## config.mk

```make
export PLATFORM = sky130hd
export DESIGN_NAME = cos_state_ctrl
export DESIGN_NICKNAME = d
export VERILOG_FILES = /design/src/pkg/cos_pkg.sv /design/src/pkg/cos_tick_if.sv /design/src/logic/cos_tick_div.sv /design/src/logic/cos_state_ctrl.sv
export VERILOG_INCLUDE_DIRS = /design/src /design/src/pkg
export SDC_FILE = /design/constraint.sdc
export NUM_CORES = 1
export LEC_CHECK = 0
export BUFFER_PORTS_ARGS = -buffer_cell sky130_fd_sc_hd__buf_2
export CAP_MARGIN = 10
export CORE_MARGIN = 3
export CORE_UTILIZATION = 48
export CTS_CLUSTER_SIZE = 20
export DETAILED_ROUTE_END_ITERATION = 10
export PLACE_DENSITY = 0.67
export SLEW_MARGIN = 20
export SYNTH_ARGS = -nofsm -noshare
export SYNTH_HDL_FRONTEND = slang
export SYNTH_SLANG_ARGS = --single-unit
```

## constraint.sdc

```tcl
create_clock -name clk_sys -period 3.5 [get_ports clk_sys]
set_clock_uncertainty 0.15 [all_clocks]
set_input_delay 0.175 -clock clk_sys [delete_from_list [all_inputs] [get_ports clk_sys]]
set_output_delay 0.175 -clock clk_sys [all_outputs]
set_load 0.05 [all_outputs]
```

## src/pkg/cos_map.svh

```systemverilog
// Constants of the operating-state controller: timing and handler numbers.
// Assumes a 200 MHz system clock; included by bare name.
`ifndef COS_MAP_SVH
`define COS_MAP_SVH
`define COS_CLK_HZ          200000000
`define COS_SELFCHK_MS      1000
`define COS_OUTCLR_MAX_US   2000
`define COS_FLASH_MS        250
`define COS_HANDLER_BATT    5'h02
`define COS_HANDLER_COLD    5'h10
`define COS_HANDLER_NONE    5'h00
`endif

```

## src/pkg/cos_pkg.sv

```systemverilog
// Types of the operating-state controller.
// Assumes nothing beyond a SystemVerilog compiler.
package cos_pkg;
  // Gray codes along start, run, conditional run, stop, halt.
  typedef enum logic [2:0] {
    COS_START = 3'h0,
    COS_RUN   = 3'h1,
    COS_CRUN  = 3'h3,
    COS_STOP  = 3'h2,
    COS_HALT  = 3'h6,
    COS_RESET = 3'h7
  } cos_state_e;
endpackage

```

## src/pkg/cos_tick_if.sv

```systemverilog
// Interface carrying the divided tick pulses between controller and divider.
// Assumes both ends share clk_sys.
`timescale 1ns/100ps
interface cos_tick_if;
  logic msTick;
  logic flashTick;
  modport src (output msTick, output flashTick);
  modport dst (input msTick, input flashTick);
endinterface : cos_tick_if

```

## src/logic/cos_tick_div.sv

```systemverilog
// Divider producing a millisecond tick and a lamp flash tick.
// Assumes clk_sys at the rate given in the constant header.
`timescale 1ns/100ps
`include "cos_map.svh"
module cos_tick_div #(
  parameter int CYC_PER_MS = `COS_CLK_HZ / 1000
) (
  // Clock and reset.
  input  wire logic clk_sys,
  input  wire logic reset_n,
  // Tick outputs.
  cos_tick_if.src   tick
);
  localparam int FLASH_MS = `COS_FLASH_MS;

  initial begin
    if (CYC_PER_MS < 2) $error("CYC_PER_MS must be at least 2");
  end

  logic [31:0] cycCnt_r;
  logic [15:0] flashCnt_r;
  wire         msEnd    = (cycCnt_r == 32'(CYC_PER_MS - 1));
  wire         flashEnd = (flashCnt_r == 16'(FLASH_MS - 1));

  // A free-running divider; ticks are one-cycle enables.
  always_ff @(posedge clk_sys) begin
    if (!reset_n) begin
      cycCnt_r       <= 32'h0;
      flashCnt_r     <= 16'h0;
      tick.msTick    <= 1'b0;
      tick.flashTick <= 1'b0;
    end else begin
      cycCnt_r       <= msEnd ? 32'h0 : cycCnt_r + 32'h1;
      tick.msTick    <= msEnd;
      tick.flashTick <= msEnd && flashEnd;
      if (msEnd) begin
        flashCnt_r <= flashEnd ? 16'h0 : flashCnt_r + 16'h1;
      end
    end
  end
endmodule // cos_tick_div

```

## src/logic/cos_state_ctrl.sv

```systemverilog
// Operating-state controller: state sequencing, lamps, switch handling.
// Notes on behaviour
// - Start state: one-second self-check, three lamps lit.
// - No programming unit: start leads to run.
// - Unmet breakpoint: conditional run, run lamp flashes.
// - Debugger active: stop state, lamps dark.
// - Errors, halt instruction, no program: halt.
// - Low supply or external reset: reset state.
// - Unhandled self-check fault: error lamp, keep running.
// - Battery fault lights lamp, calls handler 2.
// - Switch and clear honoured only when jumper enables.
// - Output-reset jumper enabled: halt clears outputs.
// - Output-reset jumper disabled: halt keeps outputs.
// - Enabled halt switch forces halt, beats debugger.
// - Switch halt-to-run: cold start, handler 16.
// - Clear held at switch-up zeroes non-register elements.
// - External reset: outputs low within 2 ms.
// - Reset release performs a cold start.
// - Low supply reset behaves as external reset.
// Assumes all inputs synchronous to clk_sys; levels unless noted as pulses.
`timescale 1ns/100ps
`include "cos_map.svh"
module cos_state_ctrl
  import cos_pkg::*;
#(
  parameter int SELFCHK_MS = `COS_SELFCHK_MS,
  parameter int CYC_PER_MS = `COS_CLK_HZ / 1000
) (
  // Clock and reset.
  input  wire logic       clk_sys,
  input  wire logic       reset_n,
  // Supply monitor and reset terminal, active low.
  input  wire logic       supplyOk,
  input  wire logic       extReset_n,
  // Jumpers.
  input  wire logic       switchEnableJumper,
  input  wire logic       haltOutputResetJumper,
  // Front panel.
  input  wire logic       runHaltSwitchRun,
  input  wire logic       clearButton,
  // Programming unit and debugger.
  input  wire logic       progUnitAttached,
  input  wire logic       debuggerActive,
  input  wire logic       dbgRunCmd,
  input  wire logic       dbgStopCmd,
  input  wire logic       dbgRestartCmd,
  input  wire logic       breakpointSet,
  input  wire logic       breakpointHit,
  // Program status.
  input  wire logic       programLoaded,
  input  wire logic       seriousError,
  input  wire logic       hardwareError,
  input  wire logic       haltInstr,
  input  wire logic       selfChkFault,
  input  wire logic       faultHandlerPresent,
  input  wire logic       batteryFail,
  // Lamps.
  output logic            runLamp,
  output logic            haltLamp,
  output logic            errorLamp,
  output logic            battLamp,
  // Processor control.
  output cos_state_e      opState,
  output logic            execEnable,
  output logic            outputsClear,
  output logic            clearVolatile,
  output logic            clearAllButRegs,
  output logic            handlerCall,
  output logic [4:0]      handlerNum
);
  localparam int OUTCLR_MS = `COS_OUTCLR_MAX_US / 1000;

  initial begin
    if (SELFCHK_MS < 1) $error("SELFCHK_MS must be at least 1");
    // The check counter is 16 bits wide.
    if (SELFCHK_MS > 65536) $error("SELFCHK_MS too large for counter");
    if (OUTCLR_MS < 1) $error("output clear bound below one ms");
  end

  cos_tick_if tickBus ();

  // Millisecond and flash enables from one divider.
  cos_tick_div #(
    .CYC_PER_MS (CYC_PER_MS)
  ) u_div (
    .clk_sys (clk_sys),
    .reset_n (reset_n),
    .tick    (tickBus.src)
  );

  cos_state_e  state_r, state_nxt;
  logic [15:0] chkCnt_r;
  logic        swRunPrev_r;
  logic        battPrev_r;
  logic        flash_r;
  logic        errLatch_r;
  logic        coldPend_r;
  logic        clearPend_r;

  // Input decoding as named wires.
  wire resetReq   = !supplyOk || !extReset_n;
  wire swActive   = switchEnableJumper;
  wire swHalt     = swActive && !runHaltSwitchRun;
  wire swUp       = swActive && runHaltSwitchRun && !swRunPrev_r;
  wire clrAtUp    = swUp && clearButton;
  wire haltCause  = seriousError || hardwareError || haltInstr
                    || !programLoaded;
  wire chkDone    = (chkCnt_r == 16'(SELFCHK_MS - 1))
                    && tickBus.msTick;
  wire inRunning  = (state_r == COS_RUN) || (state_r == COS_CRUN);
  wire errEvent   = inRunning && selfChkFault
                    && !faultHandlerPresent;
  wire battRise   = batteryFail && !battPrev_r;

  // Where to go after self-check or a debugger run command.
  function automatic cos_state_e run_target(input logic bpSet);
    run_target = bpSet ? COS_CRUN : COS_RUN;
  endfunction

  // Next state, priority: reset, halt switch, causes, debugger.
  always_comb begin
    state_nxt = state_r;
    if (resetReq) begin
      state_nxt = COS_RESET;
    end else if (state_r == COS_RESET) begin
      state_nxt = COS_START;
    end else if (swHalt) begin
      state_nxt = COS_HALT;
    end else if (swUp) begin
      state_nxt = COS_START;
    end else begin
      unique case (state_r)
        COS_START: begin
          if (chkDone) begin
            if (haltCause) begin
              state_nxt = COS_HALT;
            end else if (progUnitAttached && debuggerActive) begin
              state_nxt = COS_STOP;
            end else begin
              state_nxt = run_target(breakpointSet);
            end
          end
        end
        COS_RUN, COS_CRUN: begin
          if (haltCause) begin
            state_nxt = COS_HALT;
          end else if (progUnitAttached && debuggerActive
                       && (dbgStopCmd || breakpointHit)) begin
            state_nxt = COS_STOP;
          end else if (dbgRestartCmd && progUnitAttached) begin
            state_nxt = COS_START;
          end else begin
            state_nxt = run_target(breakpointSet);
          end
        end
        COS_STOP: begin
          if (!(progUnitAttached && debuggerActive)) begin
            state_nxt = run_target(breakpointSet);
          end else if (dbgRestartCmd) begin
            state_nxt = COS_START;
          end else if (dbgRunCmd) begin
            state_nxt = haltCause ? COS_HALT : run_target(breakpointSet);
          end
        end
        COS_HALT: begin
          if (progUnitAttached && dbgRestartCmd) begin
            state_nxt = COS_START;
          end
        end
        COS_RESET: begin
          state_nxt = COS_START;
        end
      endcase
    end
  end

  // State register and edge history.
  always_ff @(posedge clk_sys) begin
    if (!reset_n) begin
      state_r     <= COS_RESET;
      swRunPrev_r <= 1'b1;
      battPrev_r  <= 1'b0;
    end else begin
      state_r     <= state_nxt;
      swRunPrev_r <= runHaltSwitchRun;
      battPrev_r  <= batteryFail;
    end
  end

  // Self-check timer runs only in the start state.
  always_ff @(posedge clk_sys) begin
    if (!reset_n || state_r != COS_START) begin
      chkCnt_r <= 16'h0;
    end else if (tickBus.msTick && !chkDone) begin
      chkCnt_r <= chkCnt_r + 16'h1;
    end
  end

  // Flash phase for the run lamp in conditional run.
  always_ff @(posedge clk_sys) begin
    if (!reset_n) begin
      flash_r <= 1'b0;
    end else if (tickBus.flashTick) begin
      flash_r <= !flash_r;
    end
  end

  // Error lamp latch; a new fault wins over leaving run.
  always_ff @(posedge clk_sys) begin
    if (!reset_n) begin
      errLatch_r <= 1'b0;
    end else if (errEvent) begin
      errLatch_r <= 1'b1;
    end else if (!inRunning) begin
      errLatch_r <= 1'b0;
    end
  end

  // Cold start pending: set on reset release or switch-up, cleared when the self-check ends.
  // Clear-all pending only from clear held at switch-up.
  always_ff @(posedge clk_sys) begin
    if (!reset_n) begin
      coldPend_r  <= 1'b1;
      clearPend_r <= 1'b0;
    end else if (state_r == COS_RESET || swUp) begin
      coldPend_r  <= 1'b1;
      clearPend_r <= clrAtUp || (clearPend_r && !resetReq);
    end else if (chkDone) begin
      coldPend_r  <= 1'b0;
      clearPend_r <= 1'b0;
    end
  end

  // Lamp and control outputs, all registered.
  always_ff @(posedge clk_sys) begin
    if (!reset_n) begin
      runLamp         <= 1'b1;
      haltLamp        <= 1'b1;
      errorLamp       <= 1'b1;
      battLamp        <= 1'b0;
      opState         <= COS_RESET;
      execEnable      <= 1'b0;
      outputsClear    <= 1'b1;
      clearVolatile   <= 1'b0;
      clearAllButRegs <= 1'b0;
      handlerCall     <= 1'b0;
      handlerNum      <= `COS_HANDLER_NONE;
    end else begin
      opState    <= state_nxt;
      battLamp   <= batteryFail;
      execEnable <= (state_nxt == COS_RUN) || (state_nxt == COS_CRUN);
      unique case (state_nxt)
        COS_START, COS_RESET: begin
          runLamp   <= 1'b1;
          haltLamp  <= 1'b1;
          errorLamp <= 1'b1;
        end
        COS_RUN: begin
          runLamp   <= 1'b1;
          haltLamp  <= 1'b0;
          errorLamp <= errLatch_r || errEvent;
        end
        COS_CRUN: begin
          runLamp   <= flash_r;
          haltLamp  <= 1'b0;
          errorLamp <= errLatch_r || errEvent;
        end
        COS_STOP: begin
          runLamp   <= 1'b0;
          haltLamp  <= 1'b0;
          errorLamp <= 1'b0;
        end
        COS_HALT: begin
          runLamp   <= 1'b0;
          haltLamp  <= 1'b1;
          errorLamp <= 1'b0;
        end
      endcase
      // Reset clears outputs the next cycle, well inside the 2 ms bound.
      outputsClear <= (state_nxt == COS_RESET)
                      || ((state_nxt == COS_HALT)
                          && haltOutputResetJumper);
      clearVolatile   <= chkDone && coldPend_r;
      clearAllButRegs <= chkDone && clearPend_r;
      // Cold-start handler wins over battery handler in the same cycle.
      if (chkDone && coldPend_r && state_nxt != COS_HALT) begin
        handlerCall <= 1'b1;
        handlerNum  <= `COS_HANDLER_COLD;
      end else if (battRise) begin
        handlerCall <= 1'b1;
        handlerNum  <= `COS_HANDLER_BATT;
      end else begin
        handlerCall <= 1'b0;
      end
    end
  end
endmodule // cos_state_ctrl

```

==> flow_summary.toml <==
[clocking]
clock_insertion_delay_worst_skew_ns = 0.35
clkSlewWorstSetupHoldPaths_ns = 0.08
cts_hold_fix_bufs = 4
tritoncts_num_sinks = 85
tritoncts = "yes"
cts.repair_timing.setup_buffer_count = 0
post_cts_resize_count = 0
cts.root.buffer_cell = "clkbuf_8"
cts_made_buffers = 9
cts.path.max_buffers = 2
htree_num_levels = 3

[synthesis]
synth_edf_count = 0
synth_sequential_area_ratio = 0.420
syn-instance-count = 473
synth.most_common_cell = "dfxtp_1"
netlist_top_cells_count = "dfxtp_1 (85), nor2_1 (58), nand2_1 (39)"
synth-warning-count = 0
synth_area_sq_mm = 0.00405
synthArstFlopShare = 0
syn-mean-instance-area_sq_um = 8.56
netlist-cell-type-count = 55
synth_ff_type = "dfxtp_1"
synth_top_area_cell = "dfxtp_1"
postSynthRegisterBits = 85
post-synth-top-area-fraction = 0.420
largest_cells_by_area_after_synthesis = "dfxtp_1 (42%), xor2_1 (5.8%), nor2_1 (5.4%)"

[pwr]
seq_power_share = 0.540
power.switching_fraction = 0.236
p_leak_uw = 0.00165
vdd_ir_drop_max_v = 0.000242
comb_power_share = 0.073
p_switching_uw = 430
fin_total_pwr_uw = 1820
internal_power_component_uw = 1390
power_density_of_the_placed_cells_mw_per_mm2 = 401
p_clk_frac = 0.386

[min_path]
hp-start = "reset_n"
holdPathEnd = "coldPend_r"
worstHoldPathType = "primary input to flop"
timing.hold.worst_path_depth = 2

[critical_path]
crit-reg2reg-launch = "opState[0]"
setup.worst_path.start_class = "flop"
cp_cell_sequence = "nand3_1 > a2111oi_0 > nand3_1 > a31oi_2 > nor2b_1 > o2111ai_1"
timing.critical_path.arrival_ns = 2.46
critical_path_buf_inv_count = 0
timing.critical_path.mode_cell = "nand3_1"
worstReg2RegEnd = "runLamp"
path_delay_family = "compound AO/OA/AOI/OAI gates"
timing.critical_path.slowest_cell_delay_ns = 0.57
critPathKind = "flop to flop"
rrSetupSlack_ns = 1.09
timing.reg2reg.worst_path_depth = 6
timing.critical_path.to_type = "flop"
cp_max_fo = 13
critPathRequiredTime_ns = 3.55
max_stage_delay_cell_worst_path = "dfxtp_1"

[floorplan]
fp.dieH_um = 97.8
core_area_sq_mm = 0.00797
boundaryPins = 39
rows = 32
floorplan.die.width_um = 97.8
design.die.area_sq_mm = 0.00957
initial_utilization = 0.508

[detailed_routing]
postRouteAntennaNets = 0
detailedRoute.firstIterationViolations = 86
route.vias.total = 3316
drtPass1Iterations = 4
drc = 0
routed_via_density = 5.37
wl_per_cell_um = 13.0
wirelength_mm = 8.04

[sta]
final.min_clock_period_ns = 2.41
maxSlewHeadroom = 0.425
timing_worst_slew_pin_value_ns = 0.851
setup_viol_count_final = 0
final.period_utilization = 0.689
slew_viol_final = 0
final_hold_viols = 0
maxClockFrequency_ghz = 0.415
setup_total_negative_slack_ns = 0
grt_setup_unrepaired = "false"

[grt]
grt_first_pass_wirelength_mm = 13.6
grt_overflow = 0
grt_max_degree = 33
antenna_violations_before_repair = 0
global_route.usage.total = 0.169
number_of_global_route_vias_before_repair = 2997

[finish]
n_fill_cell = 769
area_growth_pct = 12.1
antenna_cells_inserted = 0
final_nets = 537
drive_above_1_share = 0.126

[outcome]
outcome = "finished clean"

[placed_design]
io_buffers = 35
place.gp.congestion = 0.853
dp_hpwl_mm = 5.70

[run]
max-cap-violations = 0
-- per-stage QoR --
step	instances	worst slack, ns	util	hold slack (ns)	cell area (sq um)
floorplan	475	1.03	-	0.126	4060
global placement	598	1.17	0.539	0.238	4300
detailed placement	598	1.11	0.539	0.242	4300
CTS	618	1.09	0.570	0.0317	4540
global route	618	0.874	0.570	0.0377	4540
finish	618	1.09	0.570	0.0394	4540
-- registers in the layout, summed over array words and instances (netlist names), 2 cells and up --
name and flops:
handlerNum 2, u_div.flashCnt_r 16, chkCnt_r 16, u_div.cycCnt_r 32
opState 3
-- power groups by stage --
stage | logic (uW) | clock network [uW] | registers (uW)
4_1_cts | 134 | 734 | 984
3_5_place_dp | 130 | 0 | 1010
2_1_floorplan | 78.5 | 0 | 1020
6_report | 134 | 703 | 984
5_1_grt | 147 | 770 | 987
3_3_place_gp | 129 | 0 | 1010
-- routing by layer --
metal  vias up  track usage  share of wire
met5         -            0              0
met4         0       0.0596          0.012
met3         8       0.0479          0.038
met2        48        0.260           0.46
met1      1520        0.228           0.49
li1       1740            -              -
-- layout by cell type (no fill, tap or decap), types with 4 or more instances in the layout --
master          n
a21oi_1        21
and2_1          7
and3_1         17
and4_1          5
buf_2          35
clkbuf_8       11
dfxtp_1        85
dlygate4sd3_1   4
ha_1            4
inv_1          13
nand2_1        39
nand2b_1        4
nand3_1        33
nand3b_1        5
nand4_1        14
nor2_1         58
nor2b_1         8
nor3_1          7
nor4_1          7
o211ai_1        4
o21ai_0        22
or3_1          17
xnor2_1        16
xor2_1         27
-- worst reg2reg max path: cells and delay by family (launching register included) --
kind,cells,cell delay [ns]
AOI/OAI and AO/OA,3,0.91
DFF,1,0.57
and+or+nand+nor,3,0.64
-- worst max path at each step --
| stage | start | cells past startpoint | end | slack (ns) |
|---|---|---|---|---|
| 3_3_place_gp | hardwareError | 7 | handlerNum[1] | 1.17 |
| 4_1_cts | opState[0] | 6 | runLamp | 1.09 |
| 2_1_floorplan | opState[2] | 7 | handlerNum[1] | 1.03 |
| 5_1_grt | opState[0] | 6 | runLamp | 0.87 |
| 6_report | opState[0] | 6 | runLamp | 1.09 |
| 3_5_place_dp | hardwareError | 7 | handlerNum[1] | 1.11 |
-- kinds of logic (layout without fill, tap and decap cells) --
family	Yosys count	in the layout	synth area share
compound gates	70	70	0.112
xor+xnor	43	43	0.0930
fa+ha+maj	4	4	0.0124
buf+inv	29	70	0.0312
flops	85	85	0.420
mux	2	2	0.00495
other cells	1	3	0.000926
simple gates	239	239	0.325
-- final cells by class --
| cell class | instances | area [sq um] | share of cell area |
|---|---|---|---|
| Tap cell | 102 | 128 | 0.0281 |
| Clock buffer | 13 | 159 | 0.0350 |
| Sequential cell | 85 | 1700 | 0.375 |
| Multi-Input combinational cell | 361 | 2230 | 0.491 |
| Timing Repair Buffer | 41 | 230 | 0.0507 |
| Clock inverter | 3 | 43.8 | 0.00965 |
| Inverter | 13 | 48.8 | 0.0108 |
No activity file was read; power rests on OpenSTA's default activity.
